--- config.mk ---
export PLATFORM = sky130hd
export DESIGN_NAME = reboot_sleep_oversample_ctrl
export DESIGN_NICKNAME = d
export VERILOG_FILES = /design/src/pmc_pkg.sv /design/src/boot_timer.sv /design/src/osr_select.sv /design/src/reboot_sleep_oversample_ctrl.sv
export SDC_FILE = /design/constraint.sdc
export NUM_CORES = 1
export LEC_CHECK = 0
export BUFFER_PORTS_ARGS = -buffer_cell sky130_fd_sc_hd__buf_4
export CAP_MARGIN = 20
export CORE_MARGIN = 4
export CORE_UTILIZATION = 40
export DETAILED_ROUTE_END_ITERATION = 6
export PLACE_DENSITY_LB_ADDON = 0.1
export RECOVER_POWER = 25
export SLEW_MARGIN = 40
export SYNTH_ARGS = -nofsm -noshare
export SYNTH_HDL_FRONTEND = slang
export SYNTH_SLANG_ARGS = --single-unit
--- constraint.sdc ---
create_clock -name clk_sys_i -period 2.45 [get_ports clk_sys_i]
set_input_delay 0.1225 -clock clk_sys_i [delete_from_list [all_inputs] [get_ports clk_sys_i]]
set_output_delay 0.1225 -clock clk_sys_i [all_outputs]
set_load 0.02 [all_outputs]
--- src/pmc_pkg.sv ---
package pmc_pkg;

  // Register map and reset image
  localparam logic [7:0] POWER_MODE_CONTROL_ADDR  = 8'h2b;
  localparam logic [7:0] POWER_MODE_CONTROL_RESET = 8'h00;
  localparam logic [7:0] UNMAPPED_READ_VALUE      = 8'h00;

  // Arbitrary neutral identity value for this block, not tied to any part
  localparam logic [7:0] PART_IDENTITY_VALUE      = 8'h5c;

  // Timing: the reset quiet period, in ns, and its cycle count at 100 MHz
  localparam int CLK_PERIOD_NS        = 10;
  localparam int RESET_QUIET_TIME_NS  = 1000000;
  localparam int BOOT_CYCLES          = (RESET_QUIET_TIME_NS + CLK_PERIOD_NS - 1) / CLK_PERIOD_NS;

  // Output data rate selector codes
  localparam logic [2:0] ODR_800_HZ    = 3'h0;
  localparam logic [2:0] ODR_50_HZ     = 3'h4;
  localparam logic [2:0] ODR_12P5_HZ   = 3'h5;
  localparam logic [2:0] ODR_6P25_HZ   = 3'h6;
  localparam logic [2:0] ODR_1P5625_HZ = 3'h7;

  // Sleep poll rate codes
  localparam logic [1:0] SLEEP_RATE_50_HZ   = 2'h0;
  localparam logic [1:0] SLEEP_RATE_12P5_HZ = 2'h1;
  localparam logic [1:0] SLEEP_RATE_6P25_HZ = 2'h2;
  localparam logic [1:0] SLEEP_RATE_1P56_HZ = 2'h3;

  localparam int OSR_W = 11;

  typedef enum logic [1:0] {
    OSR_NORMAL    = 2'b00,
    OSR_LNLP      = 2'b01,
    OSR_HIGH_RES  = 2'b10,
    OSR_LOW_POWER = 2'b11
  } osr_mode_t;

  // Ratio table, row by data rate code, column by oversampling mode
  localparam logic [10:0] OSR_TABLE [8][4] = '{
    '{11'h002, 11'h002, 11'h002, 11'h002},  // 800 Hz
    '{11'h004, 11'h004, 11'h004, 11'h002},  // 400 Hz
    '{11'h004, 11'h004, 11'h008, 11'h002},  // 200 Hz
    '{11'h004, 11'h004, 11'h010, 11'h002},  // 100 Hz
    '{11'h004, 11'h004, 11'h020, 11'h002},  // 50 Hz
    '{11'h010, 11'h004, 11'h080, 11'h002},  // 12.5 Hz
    '{11'h020, 11'h008, 11'h100, 11'h004},  // 6.25 Hz
    '{11'h080, 11'h020, 11'h400, 11'h010}   // 1.5625 Hz
  };

  typedef struct packed {
    logic      self_test;
    logic      reboot;
    logic      rsvd;
    osr_mode_t sleep_mode;
    logic      auto_sleep_en;
    osr_mode_t wake_mode;
  } power_ctrl_t;

  typedef struct packed {
    logic       wr;
    logic       rd;
    logic [7:0] addr;
    logic [7:0] wdata;
  } reg_req_t;

  typedef enum logic [1:0] {
    SEQ_RUN   = 2'b00,
    SEQ_DRAIN = 2'b01,
    SEQ_BOOT  = 2'b10
  } seq_state_t;

endpackage

--- src/boot_timer.sv ---
`timescale 1ns/1ps
`default_nettype none
module boot_timer #(
  parameter int CYCLES = pmc_pkg::BOOT_CYCLES
) (
  input  wire logic clk_sys_i,
  input  wire logic resetn_i,
  input  wire logic load_i,
  output logic      busy_o,
  output logic      done_o
);
  localparam int CNT_W = $clog2(CYCLES + 1);
  localparam logic [CNT_W-1:0] LOAD_VALUE = CNT_W'(CYCLES);

  logic [CNT_W-1:0] count_reg;

  // Reload wins over the running count so a held pin keeps the boot going
  always_ff @(posedge clk_sys_i or negedge resetn_i)
  begin
    if (!resetn_i)
      count_reg <= '0;
    else if (load_i)
      count_reg <= LOAD_VALUE;
    else if (count_reg != '0)
      count_reg <= count_reg - CNT_W'(1);
  end

  // Completion pulse in the cycle after the last counted cycle, once the count is zero
  always_ff @(posedge clk_sys_i or negedge resetn_i)
  begin
    if (!resetn_i)
      done_o <= 1'b0;
    else
      done_o <= !load_i && (count_reg == CNT_W'(1));
  end

  assign busy_o = (count_reg != '0);
endmodule
`default_nettype wire

--- src/osr_select.sv ---
`timescale 1ns/1ps
`default_nettype none
module osr_select (
  input  wire logic              clk_sys_i,
  input  wire logic              resetn_i,
  input  wire logic              sleep_i,
  input  wire logic [2:0]        odr_sel_i,
  input  wire logic [1:0]        sleep_rate_i,
  input  wire pmc_pkg::osr_mode_t wake_mode_i,
  input  wire pmc_pkg::osr_mode_t sleep_mode_i,
  output logic [pmc_pkg::OSR_W-1:0] oversampling_ratio_o
);
  logic [2:0]         eff_odr;
  pmc_pkg::osr_mode_t eff_mode;

  // In sleep the poll rate overrides the system data rate
  always_comb
  begin
    eff_mode = sleep_i ? sleep_mode_i : wake_mode_i;
    eff_odr  = odr_sel_i;
    if (sleep_i)
    begin
      unique case (sleep_rate_i)
        pmc_pkg::SLEEP_RATE_50_HZ:   eff_odr = pmc_pkg::ODR_50_HZ;
        pmc_pkg::SLEEP_RATE_12P5_HZ: eff_odr = pmc_pkg::ODR_12P5_HZ;
        pmc_pkg::SLEEP_RATE_6P25_HZ: eff_odr = pmc_pkg::ODR_6P25_HZ;
        pmc_pkg::SLEEP_RATE_1P56_HZ: eff_odr = pmc_pkg::ODR_1P5625_HZ;
      endcase
    end
  end

  // Registered ratio, one cycle behind its selectors
  always_ff @(posedge clk_sys_i or negedge resetn_i)
  begin
    if (!resetn_i)
      oversampling_ratio_o <= pmc_pkg::OSR_TABLE[pmc_pkg::ODR_800_HZ][pmc_pkg::OSR_NORMAL];
    else
      oversampling_ratio_o <= pmc_pkg::OSR_TABLE[eff_odr][eff_mode];
  end
endmodule
`default_nettype wire

--- src/reboot_sleep_oversample_ctrl.sv ---
// Overview of operation
// - Reboot request accepted in Standby or Active.
// - Reboot resets registers to default values.
// - Reboot forces Standby first, then boots.
// - High reset pin starts full system reset.
// - Resets also clear the serial interface logic.
// - Reboot bit self-clears when boot completes.
// - Auto-sleep bit: 0 off, 1 on.
// - With auto-sleep, transitions flush FIFO, clear counters.
// - Status survives Sleep/Wake transitions.
// - Wake mode field and rate pick ratio.
// - Sleep mode field picks sleep power scheme.
// - Ratios at 1.5625 Hz: 128/32/1024/16.
// - Remaining rate rows of the ratio table.
`timescale 1ns/1ps
`default_nettype none
module reboot_sleep_oversample_ctrl #(
  parameter int BOOT_CYCLES = pmc_pkg::BOOT_CYCLES
) (
  input  wire logic                 clk_sys_i,
  input  wire logic                 resetn_i,
  input  wire pmc_pkg::reg_req_t    reg_req_i,
  output logic                      reg_ack_o,
  output logic [7:0]                reg_rdata_o,
  input  wire logic                 standby_i,
  input  wire logic                 rst_pin_i,
  input  wire logic                 sleep_i,
  input  wire logic [2:0]           odr_sel_i,
  input  wire logic [1:0]           sleep_rate_i,
  output logic                      force_standby_o,
  output logic                      func_reset_o,
  output logic                      comm_reset_o,
  output logic                      boot_busy_o,
  output logic                      self_test_o,
  output logic                      auto_sleep_en_o,
  output pmc_pkg::osr_mode_t        wake_mode_o,
  output pmc_pkg::osr_mode_t        sleep_mode_o,
  output logic                      fifo_flush_o,
  output logic                      count_clear_o,
  output logic [pmc_pkg::OSR_W-1:0] oversampling_ratio_o
);
  pmc_pkg::power_ctrl_t ctrl_reg;
  pmc_pkg::seq_state_t  state_reg;
  pmc_pkg::seq_state_t  state_next;
  logic                 sel_ctrl;
  logic                 wr_ctrl;
  logic                 reboot_req;
  logic                 boot_start;
  logic                 boot_done;
  logic                 timer_busy;
  logic                 sleep_prev_reg;
  logic                 sleep_edge;

  // Address decode for the single control register
  assign sel_ctrl = (reg_req_i.addr == pmc_pkg::POWER_MODE_CONTROL_ADDR);

  // Writes are dropped while a reboot is pending or running so it can't be undone
  assign wr_ctrl = reg_req_i.wr && sel_ctrl && (state_reg == pmc_pkg::SEQ_RUN);

  // A write of one to the reboot bit is a request; zero does nothing
  assign reboot_req = wr_ctrl && reg_req_i.wdata[6];

  // Boot begins right away from Standby, otherwise after Standby is reached
  always_comb
  begin
    state_next = state_reg;
    boot_start = 1'b0;
    if (rst_pin_i)
    begin
      state_next = pmc_pkg::SEQ_BOOT;
      boot_start = 1'b1;
    end
    else
    begin
      unique case (state_reg)
        pmc_pkg::SEQ_RUN:
        begin
          if (reboot_req && standby_i)
          begin
            state_next = pmc_pkg::SEQ_BOOT;
            boot_start = 1'b1;
          end
          else if (reboot_req)
            state_next = pmc_pkg::SEQ_DRAIN;
        end
        pmc_pkg::SEQ_DRAIN:
        begin
          if (standby_i)
          begin
            state_next = pmc_pkg::SEQ_BOOT;
            boot_start = 1'b1;
          end
        end
        pmc_pkg::SEQ_BOOT:
        begin
          if (boot_done)
            state_next = pmc_pkg::SEQ_RUN;
        end
        default:
          state_next = pmc_pkg::SEQ_RUN;
      endcase
    end
  end

  // Sequencer state
  always_ff @(posedge clk_sys_i or negedge resetn_i)
  begin
    if (!resetn_i)
      state_reg <= pmc_pkg::SEQ_RUN;
    else
      state_reg <= state_next;
  end

  // Boot duration matches the quiet period the host must honour
  boot_timer #(
    .CYCLES (BOOT_CYCLES)
  ) u_boot_timer (
    .clk_sys_i (clk_sys_i),
    .resetn_i  (resetn_i),
    .load_i    (boot_start),
    .busy_o    (timer_busy),
    .done_o    (boot_done)
  );

  // Control register: software fields, reload on boot, self-clearing reboot bit
  always_ff @(posedge clk_sys_i or negedge resetn_i)
  begin
    if (!resetn_i)
      ctrl_reg <= pmc_pkg::power_ctrl_t'(pmc_pkg::POWER_MODE_CONTROL_RESET);
    else if (boot_start || state_reg == pmc_pkg::SEQ_BOOT)
    begin
      ctrl_reg <= pmc_pkg::power_ctrl_t'(pmc_pkg::POWER_MODE_CONTROL_RESET);
      // Only a software request sets the bit; a pin boot leaves it clear
      ctrl_reg.reboot <= (reboot_req || ctrl_reg.reboot) && !rst_pin_i && !boot_done;
    end
    else if (wr_ctrl)
    begin
      ctrl_reg               <= pmc_pkg::power_ctrl_t'(reg_req_i.wdata);
      ctrl_reg.rsvd          <= 1'b0;  // Reserved bit holds no state
      ctrl_reg.reboot        <= reg_req_i.wdata[6];
    end
  end

  // Read path: reboot bit reads one until boot completes, reserved reads zero
  always_ff @(posedge clk_sys_i or negedge resetn_i)
  begin
    if (!resetn_i)
    begin
      reg_rdata_o <= 8'h00;
      reg_ack_o   <= 1'b0;
    end
    else
    begin
      reg_ack_o <= reg_req_i.rd || reg_req_i.wr;
      if (reg_req_i.rd)
        reg_rdata_o <= sel_ctrl ? 8'(ctrl_reg) : pmc_pkg::UNMAPPED_READ_VALUE;
    end
  end

  // Sleep state history; sampled every cycle so boot leaves no stale edge
  always_ff @(posedge clk_sys_i or negedge resetn_i)
  begin
    if (!resetn_i)
      sleep_prev_reg <= 1'b0;
    else
      sleep_prev_reg <= sleep_i;
  end

  assign sleep_edge = (sleep_i != sleep_prev_reg);

  // Flush and counter clear only; status flags elsewhere are left alone
  always_ff @(posedge clk_sys_i or negedge resetn_i)
  begin
    if (!resetn_i)
    begin
      fifo_flush_o  <= 1'b0;
      count_clear_o <= 1'b0;
    end
    else
    begin
      fifo_flush_o  <= sleep_edge && ctrl_reg.auto_sleep_en;
      count_clear_o <= sleep_edge && ctrl_reg.auto_sleep_en;
    end
  end

  // Reset outputs come straight from state, busy from the timer count; both are combinational decodes of flops
  assign force_standby_o = (state_reg != pmc_pkg::SEQ_RUN);
  assign func_reset_o    = (state_reg == pmc_pkg::SEQ_BOOT);
  assign comm_reset_o    = (state_reg == pmc_pkg::SEQ_BOOT);
  assign boot_busy_o     = timer_busy;

  // Mode fields fan out to the measurement chain
  assign self_test_o     = ctrl_reg.self_test;
  assign auto_sleep_en_o = ctrl_reg.auto_sleep_en;
  assign wake_mode_o     = ctrl_reg.wake_mode;
  assign sleep_mode_o    = ctrl_reg.sleep_mode;

  // Ratio lookup; sleep overrides both rate and mode
  osr_select u_osr_select (
    .clk_sys_i            (clk_sys_i),
    .resetn_i             (resetn_i),
    .sleep_i              (sleep_i),
    .odr_sel_i            (odr_sel_i),
    .sleep_rate_i         (sleep_rate_i),
    .wake_mode_i          (ctrl_reg.wake_mode),
    .sleep_mode_i         (ctrl_reg.sleep_mode),
    .oversampling_ratio_o (oversampling_ratio_o)
  );
endmodule
`default_nettype wire

==> Word-level counts from Yosys, hierarchy flattened <==
Memory sizes are Yosys's and may differ from the RTL's.
Cells that the tools add are included.
{ "totals": {"regBits": 50, "romBits": 352, "output_inout_bits": 32, "word_cells": 75, "n_memories": 1} }
{ "classes": {"n_addsub": 1, "magnitude_cmp": 2, "eq_ne": 11, "muxes": 23, "n_bitwise": 2, "n_reduce_logical": 21} }
{ "memory_table": {"columns": ["memory", "depth", "word_bits", "read_ports", "rd_ports_with_merged_regs", "wr", "line_no", "rtl"], "rows": [
  ["(name not given)", 8, 44, 1, 0, 0, "osr_select.sv:38", "oversampling_ratio_o <= pmc_pkg::OSR_TABLE[eff_odr][eff_mode];"]
]} }
{ "ops": {"columns": ["op", "count"], "rows": [
  ["$mux 44", 2],
  ["$mux 17", 2],
  ["$mux 8", 3],
  ["$bmux 11 s2", 1],
  ["$mux 11", 2],
  ["$eq 17x1->1 const B", 1],
  ["$reduce_bool 17->1", 1],
  ["$sub 17x1->17 const B", 1],
  ["$mux 2", 6],
  ["$pmux 3 s4", 1],
  ["$eq 8x6->1 const B", 1],
  ["$logic_and 1x1->1", 8],
  ["$eq 2x2->1 const B", 3],
  ["$pmux 2 s3", 1],
  ["$reduce_bool 2->1", 3],
  ["$eq 2x1->1 const B", 2],
  ["$ge 4x4->1 const B", 1],
  ["$logic_not 2->1", 2],
  ["$ne 4x3->1 const B", 1],
  ["$not 3->4", 1],
  ["$ge 3x3->1 const B", 1],
  ["$logic_not 1->1", 3],
  ["$logic_or 1x1->1", 3],
  ["$mux 1", 3],
  ["other kinds (7)", 7]
]} }

==> Longest topological paths before layout <==
Gate-level depths: netlist of the first run.
{ "depth": {"ltp_word": 10, "mapped_depth": 6, "ltp_nobuf": 5} }

==> Hierarchy <==
A second synthesis of the first run with hierarchy kept.
{ "hier_totals": {"hier_cells": 254, "area_unflattened_um2": 2424.8} }
{ "by_module_without_submodules": {"columns": ["module", "n_inst", "cells_each", "area_each_um2", "seq_area_each_um2"], "rows": [
  ["boot_timer", 1, 105, 997.2, 450.4],
  ["reboot_sleep_oversample_ctrl", 1, 96, 928.4, 475.5],
  ["osr_select", 1, 53, 499.2, 201.4]
]} }

==> Least setup slack after synthesis of the first run <==
OpenSTA, ideal clock, no wires.
{ "synth_path": {"kind": "register to register", "start": "register u_boot_timer.count_reg[5]", "end": "register u_boot_timer.count_reg[1]", "setup_time_ns": 0.095, "arrival_time_ns": 1.705, "slack_ns": 0.650, "stages_incl_launch_ff": 5, "path_cell_list": "dfrtp_1 -> or4_4 -> nor3_4 -> nand3_1 -> a211oi_1"} }
{ "synth_via": {"elab_chain_len": 2} }
{ "synth_lines": {"columns": ["element", "line_no", "rtl"], "rows": [
  ["start: declaration", "boot_timer.sv:15", "logic [CNT_W-1:0] count_reg;"],
  ["start signal: assignment", "boot_timer.sv:25", "count_reg <= count_reg - CNT_W'(1);"],
  ["$reduce_bool 17->1", null, null],
  ["net boot_busy_o", "reboot_sleep_oversample_ctrl.sv:33", "output logic boot_busy_o,"],
  ["$reduce_bool 2->1 (no line)", null, null]
]} }
The timed path passes the listed nets, and every way through them passes these cells.
A chain may end at the register's enable or synchronous reset.

==> Final worst setup path of the first run <==
{ "layout_path": {"start": "register u_boot_timer.count_reg[3]", "end": "output boot_busy_o"} }
{ "layout_via": {"elab_chain_len": 1} }
{ "layout_lines": {"columns": ["element", "line_no", "rtl"], "rows": [
  ["$reduce_bool 17->1", "boot_timer.sv:37", "assign busy_o = (count_reg != '0);"],
  ["end: declaration", "reboot_sleep_oversample_ctrl.sv:33", null]
]} }
Every way passes these cells.

==> out/qor.txt, run 1 <==
Number of global-route vias before repair = 1943
Synth-to-Final Area Change = 24.6%
Detail Placement HPWL = 4030 um
Min-delay src = reg_req_i[16]
Final instance area = 2940 um2
Non-Filler Instances = 360
Max-slew violations = 0
Post-synthesis instance area = 2360 um2
CP Launch Type = register
First-pass GRT wire length = 9540 um
Total GRT Usage = 16.3%
Seq/Total Area, Yosys = 47.7%
Warnings, synthesis = 0
Worst Path Required = 2.33 ns
Diode count = 0
Total number of vias = 1988
Post-CTS Setup Bufs = 0
Clk buf depth = 2
Max cap viols = 0
Placed Cells incl. Taps = 351
Final Util = 52.5%
Die height = 84.8 um
Final WL = 5580 um
Critical Setup Path Class = register to output pin
Outcome = completed
Synth async-reset ratio = 100%
Critical Path AT = 1.96 ns
Tcrit/Tclk final = 84.9%
GPL Wtd Cong = 0.822
Hold/Removal Path Class = input port to register
Final hold viol count = 0
Initial core utilization = 42.1%
TritonCTS clock tree = yes
Filler cells = 548
Die Width = 84.8 um
Worst-margin pin slew = 1.09 ns
# H-tree levels = 2
Post-synth EDFFs = 0
Vias per cell = 5.52
Critical path peak fanout = 8
Syn Area/Cell = 10.3 um2
Port Buf Inserts = 54
CTS Hold Bufs = 1
Hold Path Stages = 2
Final Critical Period = 2.08 ns
Layout cells sized above 1 = 29.5%
Root buffer cell = clkbuf_8
Nets@finish = 317
Die footprint = 7200 um2
Clock Latency Late Sink = 0.30 ns
Cell variety after synth = 52
Core area = 5610 um2
DRC viols = 0
First-pass DRT Iterations = 4
Reg-to-reg critical path startpoint = u_boot_timer.count_reg[3]$_DFFE_PN0P_
R2R setup slack = 0.45 ns
Clock transition at path regs = 0.09 ns
Total CTS buffers = 5
Leakage power = 1.38 nW
Post-CTS Resized = 0
Clk sinks = 45
Antenna violations before repair = 0
Worst slack, placed = 0.496 ns
Antenna-violating nets left = 0
Highest Clock Rate = 481 MHz
Top Ports = 60
Maximum number of pins on one net before global-route repair = 46
Clk_skew = 0.0118 ns
Footprint of the multi-input gates = 1110 um2
Power per cell area = 531 nW/um2
Placed cell areas = 2830 um2
Grt total ovfl = 0
RR Endpoint = u_boot_timer.count_reg[10]$_DFFE_PN0P_
Setup WS post-layout = 0.369 ns
Mapped Cells = 230
FF+latch area = 1130 um2
CP Capture Type = output pin
Initial DRC Count = 92
Rel. slew slack = 27.2%
Leading register cell type out of synthesis = dfrtp_1
Routed wire per std cell = 15.5 um
Row Count = 27
Yosys reg bits = 45
RSZ-0062 raised after global routing = false
Peak supply drop = 0.000403 V
Hold Path Sink = reg_ack_o$_DFF_PN0_
Setup TNS = 0 ns
Worst-case reg-to-reg path depth = 5
Setup violators final = 0
Largest register FFs = 17
logic make-up (layout without fill, tap and decap cells):
group           count (synthesis)  count (layout)  synth area share (%)
simple gates                   91              91                  23.2
compound gates                 46              46                  13.6
flops                          45              45                  47.7
buf+inv                        25              80                  5.72
mux                            18              18                  7.74
fa+ha+maj                       2               2                  1.06
xor+xnor                        2               2                 0.742
other cells                     1               4                 0.159
layer usage:
layer / track usage [%] / share of wire (%)
met1: 22.8 / 46
met2: 25.2 / 46
met3: 4.56 / 6.5
met4: 3.88 / 0.82
met5: 0 / 0
cell usage in the layout, fill, tap and decap left out, drive strengths merged, types with 2 or more instances in the layout:
master and count:
nand4 3, nor4 3, clkbuf 9, inv 8, o21a 2, conb 4, nor3 18, mux2i 16
ha 2, mux2 2, and4 2, o21ai 6, dfrtp 44, o31ai 8, a211oi 3, or4 6
and3 5, a22o 7, nand2 8, a31oi 2, nor2 14, buf 60, a21oi 11, or3 8
nand3 12, and2 2, or2 3
worst max-delay path by stage:
| stage | start | endpoint | slack (ns) | cells past startpoint |
|---|---|---|---|---|
| floorplan | u_boot_timer.count_reg[5]$_DFFE_PN0P_ | u_boot_timer.count_reg[1]$_DFFE_PN0P_ | 0.65 | 4 |
| global placement | u_boot_timer.count_reg[3]$_DFFE_PN0P_ | u_boot_timer.count_reg[10]$_DFFE_PN0P_ | 0.52 | 5 |
| detailed placement | u_boot_timer.count_reg[3]$_DFFE_PN0P_ | u_boot_timer.count_reg[10]$_DFFE_PN0P_ | 0.50 | 5 |
| CTS | u_boot_timer.count_reg[3]$_DFFE_PN0P_ | boot_busy_o | 0.37 | 4 |
| global route | u_boot_timer.count_reg[3]$_DFFE_PN0P_ | boot_busy_o | 0.27 | 4 |
| finish | u_boot_timer.count_reg[3]$_DFFE_PN0P_ | boot_busy_o | 0.37 | 4 |
cell type report:
| cell class | instances | area share (%) |
|---|---|---|
| Inverter | 8 | 1.02 |
| Sequential cell | 45 | 38.3 |
| Multi-Input combinational cell | 163 | 37.7 |
| Clock inverter | 2 | 1.32 |
| Clock buffer | 6 | 2.47 |
| Tap cell | 72 | 3.06 |
| Timing Repair Buffer | 64 | 16.1 |
report_power, final:
part           switching [mW]  internal, mW
clock network           0.251         0.306
registers              0.0283         0.769
logic                   0.113        0.0948
stage by stage:
| stage | hold WS, ns | power, mW |
|---|---|---|
| 2_1_floorplan | -0.173 | 0.932 |
| 3_3_place_gp | 0.168 | 1.02 |
| 3_5_place_dp | 0.164 | 1.02 |
| 4_1_cts | 0.0246 | 1.59 |
| 5_1_grt | 0.0267 | 1.64 |
| 6_report | 0.0321 | 1.56 |
synthesized netlist by cell type (all sizes together), types with 4 or more instances:
cell type / number / share of area [%]
or4: 6 / 2.2
mux2i: 16 / 6.8
buf: 13 / 3.8
a22o: 7 / 2.6
o21ai: 6 / 1.3
nand2: 8 / 1.3
a21oi: 11 / 2.5
inv: 8 / 1.3
nor2: 14 / 2.2
and3: 5 / 1.3
nor3: 18 / 4.3
o31ai: 8 / 2.5
clkbuf: 4 / 0.64
dfrtp: 44 / 47
or3: 8 / 2.5
nand3: 12 / 2.5
worst max-delay path, cell delays in order, from the launching register on:
cell     delay [ns]
dfrtp_1        0.45
or4_4          0.58
nor3_4         0.28
nand3_1        0.17
buf_4          0.19
Note: power is estimated with default switching activity, not from simulation.
==> inputs of run 2 (changes only) <==
ABC_AREA = 1   (was not set)
clock period = 1.75 ns   (was 2.45 ns; I/O delays follow)
==> out/qor.txt, run 2 <==
R2R setup slack = 0.27 ns
Clock transition at path regs = 0.09 ns
Leakage power = 1.51 nW
# H-tree levels = 2
Max cap viols = 0
Critical Setup Path Class = register to output pin
Post-synth top area cell = dfrtp_1
Total CTS buffers = 5
Critical path peak fanout = 4
Min-delay src = reg_req_i[17]
First-pass DRT Iterations = 4
Worst Path Required = 1.66 ns
Routed wire per std cell = 12.2 um
Commonest cells in the netlist = nand2_1 (73), dfrtp_1 (44), nor2_1 (36)
Antenna-violating nets left = 0
Power per cell area = 749 nW/um2
Setup violators final = 0
Synth-to-Final Area Change = 21.6%
Diode count = 0
Commonest non-fill, non-tap cell in the layout = nand2_1
Clk_skew = 0.00498 ns
Fin Hold WS = 0.0175 ns
Top Family by Delay on Critical Path = buffers and inverters
Peak supply drop = 0.000353 V
Clk sinks = 45
Mapped Cells = 298
Syn Area/Cell = 8.36 um2
Highest Clock Rate = 605 MHz
Number of global-route vias before repair = 1901
Yosys reg bits = 45
Cell variety after synth = 35
Port Buf Inserts = 54
Initial core utilization = 41.6%
Initial DRC Count = 38
Setup WS post-layout = 0.0976 ns
Worst-case reg-to-reg path depth = 8
TritonCTS clock tree = yes
Row Count = 28
Crit path cell chain = inv_2 > ha_4 > nand2_2 > nor2_4 > buf_4 > nand2_1 > buf_4
Die Width = 86.9 um
Maximum number of pins on one net before global-route repair = 46
Antenna violations before repair = 0
Worst-margin pin slew = 1.12 ns
Synth async-reset ratio = 100%
Critical Path AT = 1.56 ns
Clk buf depth = 2
Synth area leaders = dfrtp_1 (44%), nand2_1 (11%), nor2_1 (5.4%), nand3_1 (4.2%), inv_1 (3.9%)
Most frequent cells in the layout = nand2_1 (73), buf_4 (55), dfrtp_1 (44)
Final hold viol count = 0
Tcrit/Tclk final = 94.4%
Die height = 86.9 um
Vias per cell = 4.68
Setup TNS = 0 ns
Leading cell type by number of instances after synthesis = nand2_1
RR Endpoint = u_boot_timer.count_reg[1]$_DFFE_PN0P_
RSZ-0062 raised after global routing = false
First-pass GRT wire length = 8740 um
Max incr delay on CP = 0.41 ns
Total GRT Usage = 14.6%
Die footprint = 7560 um2
Crit path buf inv count = 3
Post-synth top area share = 44.2%
Rel. slew slack = 25.3%
GPL Wtd Cong = 0.785
Outcome = completed
Post-synthesis instance area = 2490 um2
Root buffer cell = clkbuf_8
Nets@finish = 385
Detail Placement HPWL = 3910 um
Grt total ovfl = 0
Final Critical Period = 1.65 ns
Core area = 5990 um2
Total number of vias = 2016
Clock Latency Late Sink = 0.29 ns
Reg-to-reg critical path startpoint = u_boot_timer.count_reg[0]$_DFFE_PN0P_
Hold/Removal Path Class = input port to register
Max-slew violations = 0
Final WL = 5270 um
Largest register FFs = 17
Post-synth EDFFs = 0
CP Capture Type = output pin
Warnings, synthesis = 0
Top Ports = 60
Worst path slowest cell = dfrtp_1
Seq/Total Area, Yosys = 45.2%
Hold Path Stages = 3
Leading register cell type out of synthesis = dfrtp_1
Hold Path Sink = reg_ack_o$_DFF_PN0_
Layout cells sized above 1 = 28.7%
Worst slack, placed = 0.180 ns
CP dominant cell by count = buf_4
CP Launch Type = register
DRC viols = 0
==> run 2: cell count changes in the layout (fill, tap and decap cells not counted), sizes merged, moves of 5 or more <==
cell,change
nor2,+31
xnor2,+7
mux2i,-16
or3,-8
nor3,-5
inv,+25
or4,-6
nand3,+10
nand2,+68
a22o,-7
and3,-5
o21ai,+6
buf,-5
==> run 2: stage by stage <==
stage	power [mW]	util (%)	cells	instance area, um2
floorplan	1.44	-	301	2500
global placement	1.59	48.6	420	2910
detailed placement	1.59	48.6	420	2910
CTS	2.30	50.6	430	3030
global route	2.41	50.6	431	3030
finish	2.27	50.6	431	3030
==> run 2: kinds of logic (layout without fill, tap and decap cells) <==
kind of cell               Yosys count  in the layout  synth area share, %
AOI/OAI and AO/OA                   27             27                 6.68
other                                1              4                0.150
adders and majority gates            2              2                 1.00
and+or+nand+nor                    163            163                 32.3
buffers and inverters               47            102                 10.1
DFF                                 45             45                 45.2
xor gates and xnor gates            13             13                 4.57
==> run 2: final cells by class <==
| cell class | count | area, um2 |
|---|---|---|
| tap | 75 | 93.8 |
| sequential | 45 | 1130 |
| inverter | 33 | 129 |
| fill | 587 | 2960 |
| multi-input combinational | 209 | 1130 |
| clock buffer | 6 | 82.6 |
| timing repair buffer | 61 | 453 |
| clock inverter | 2 | 16.3 |
==> run 2: worst max-delay path by stage <==
stage | startpoint | slack (ns) | depth (start not counted) | to
final | u_boot_timer.count_reg[0]$_DFFE_PN0P_ | 0.1 | 7 | boot_busy_o
after global routing | u_boot_timer.count_reg[0]$_DFFE_PN0P_ | 0.0008 | 7 | boot_busy_o
after CTS | u_boot_timer.count_reg[0]$_DFFE_PN0P_ | 0.001 | 7 | boot_busy_o
after detailed placement | u_boot_timer.count_reg[0]$_DFFE_PN0P_ | 0.18 | 8 | u_boot_timer.count_reg[1]$_DFFE_PN0P_
after global placement | u_boot_timer.count_reg[0]$_DFFE_PN0P_ | 0.20 | 8 | u_boot_timer.count_reg[1]$_DFFE_PN0P_
after floorplan | u_boot_timer.count_reg[0]$_DFFE_PN0P_ | 0.28 | 8 | u_boot_timer.count_reg[9]$_DFFE_PN0P_
==> run 2: worst reg2reg max path, cell delays in order, from the launching register on <==
cell and delay, ns:
dfrtp_1 0.41, inv_2 0.11, ha_4 0.16, nand2_2 0.09, nor2_4 0.15, nand3b_4 0.12, inv_4 0.18, nand2_1 0.07
a21oi_1 0.12
==> run 2: metal layers <==
layer  global-route usage, %  vias up  part of all wire, %
li1                        -     1044                    -
met1                    19.5      935                   47
met2                    23.5       35                   48
met3                    3.50        2                  4.5
met4                    4.25        0                 0.68
met5                       0        -                    0
==> run 2: repair_timing <==
item | 4_1_cts | 5_1_grt
setup buffers | 0 | 1
hold endpoints to repair | 45 | 0
cloned | 0 | 0
endpoints found under the setup margin | 1 | 1
gates resized for setup | 1 | 3
hold buffers | 2 | 0
==> run 2: power breakdown <==
group | internal [mW] | total (mW) | switching, mW
combinational | 0.176 | 0.441 | 0.265
clock | 0.325 | 0.695 | 0.370
sequential | 1.09 | 1.14 | 0.0437
total | 1.59 | 2.27 | 0.679
==> inputs of run 3 (changes only) <==
CORE_ASPECT_RATIO = 1.1   (was not set)
SETUP_SLACK_MARGIN = 0.3   (was not set)
clock period = 1.8 ns   (was 1.75 ns; I/O delays follow)
==> out/qor.txt, run 3 (synthesis gave the netlist of run 2 again) <==
Outcome = completed
Worst Path Required = 1.71 ns
Detail Placement HPWL = 3940 um
Clk sinks = 45
Hold/Removal Path Class = input port to register
Power per cell area = 726 nW/um2
Critical Path AT = 1.38 ns
Layout cells sized above 1 = 35.8%
Antenna-violating nets left = 0
GPL Wtd Cong = 0.833
Clk_skew = 0.0105 ns
CP Capture Type = output pin
Nets@finish = 401
Die height = 90.8 um
Die footprint = 7560 um2
Rel. slew slack = 26.5%
Worst Setup SP = u_boot_timer.count_reg[8]$_DFFE_PN0P_
Worst-margin pin slew = 1.10 ns
Core area = 5910 um2
Peak supply drop = 0.000475 V
First-pass DRT Iterations = 4
Initial core utilization = 42.1%
Tcrit/Tclk final = 81.4%
Clk buf depth = 2
DRC viols = 0
Highest Clock Rate = 682 MHz
Clock Latency Late Sink = 0.30 ns
Max-slew violations = 0
Critical Setup Path Class = register to output pin
# H-tree levels = 2
Root buffer cell = clkbuf_8
Reg-to-reg critical path startpoint = u_boot_timer.count_reg[1]$_DFFE_PN0P_
Leakage power = 1.65 nW
RSZ-0062 raised after global routing = true
Commonest non-fill, non-tap cell in the layout = buf_4
Synth-to-Final Area Change = 30.9%
Total GRT Usage = 14.9%
Number of global-route vias before repair = 2054
Max cap viols = 0
RR Endpoint = u_boot_timer.count_reg[0]$_DFFE_PN0P_
Largest register FFs = 17
Die Width = 83.3 um
Grt total ovfl = 0
Fin Hold WS = 0.0153 ns
Top Ports = 60
R2R setup slack = 0.36 ns
Most frequent cells in the layout = buf_4 (70), nand2_1 (69), dfrtp_1 (42)
Initial DRC Count = 70
Final hold viol count = 0
First-pass GRT wire length = 9370 um
Total CTS buffers = 5
Critical path peak fanout = 3
Maximum number of pins on one net before global-route repair = 46
TritonCTS clock tree = yes
Routed wire per std cell = 12.3 um
Setup TNS = 0 ns
Clock transition at path regs = 0.09 ns
Row Count = 29
Final Critical Period = 1.47 ns
Vias per cell = 4.74
CP Launch Type = register
Final WL = 5530 um
Antenna violations before repair = 0
Worst-case reg-to-reg path depth = 8
Port Buf Inserts = 54
Total number of vias = 2129
Setup crit end = boot_busy_o
Final Power = 2.37 mW
Setup violators final = 0
Diode count = 0
-- run 3: area by class of cell --
| class | count | area, um2 |
|---|---|---|
| clock buffer | 5 | 68.8 |
| clock inverter | 3 | 46.3 |
| fill | 562 | 2650 |
| inverter | 33 | 139 |
| multi-input combinational | 209 | 1190 |
| sequential | 45 | 1130 |
| tap | 77 | 96.3 |
| timing repair buffer | 77 | 588 |
-- run 3: worst min-delay path by stage --
stage / end / startpoint / slack [ns] / cells past startpoint
6_report: reg_ack_o$_DFF_PN0_ / reg_req_i[17] / 0.02 / 3
5_1_grt: reg_ack_o$_DFF_PN0_ / reg_req_i[17] / 0.02 / 3
4_1_cts: reg_ack_o$_DFF_PN0_ / reg_req_i[17] / 0.01 / 3
3_5_place_dp: reg_rdata_o[1]$_DFFE_PN0P_ / resetn_i / 0.14 / 1
3_3_place_gp: reg_rdata_o[3]$_DFFE_PN0P_ / resetn_i / 0.13 / 1
2_1_floorplan: auto_sleep_en_o$_DFFE_PN0P_ / resetn_i / -0.21 / 0
-- run 3: where the power goes --
group / leakage (nW) / switching, mW / internal, mW
Combinational: 1.02 / 0.275 / 0.203
Clock: 0.0543 / 0.369 / 0.416
Sequential: 0.574 / 0.0423 / 1.06
Total: 1.65 / 0.687 / 1.68
-- run 3: repair_timing --
action                                 in CTS  in global routing
hold buffers                                2                  0
gates resized for setup                    11                 17
pin swaps                                   4                  9
endpoints found under the hold margin      45                  0
buffers inserted                           10                  8
setup endpoints to repair                  16                  6
-- run 3: metal layers --
metal,vias up,wire length [um],GRT usage [%]
met1,1001,2410,18.9
met4,0,93,4.36
met5,-,0,0
met3,10,264,4.01
li1,1077,-,-
met2,41,2760,24.9
-- run 3: per-stage QoR --
step | util, % | setup slack, ns | cell area, um2 | std cells
CTS | 53.3 | 0.310 | 3150 | 441
finish | 55.2 | 0.334 | 3260 | 449
floorplan | - | 0.334 | 2500 | 301
global placement | 49.1 | 0.199 | 2910 | 421
detailed placement | 49.1 | 0.147 | 2910 | 421
global route | 55.2 | 0.230 | 3260 | 449
-- run 3: critical path, stage by stage (launching register included) --
cell and delay, ns:
dfrtp_1 0.44, nor2_4 0.15, nand2_4 0.08, nor3_4 0.19, nand2_2 0.07, buf_6 0.13
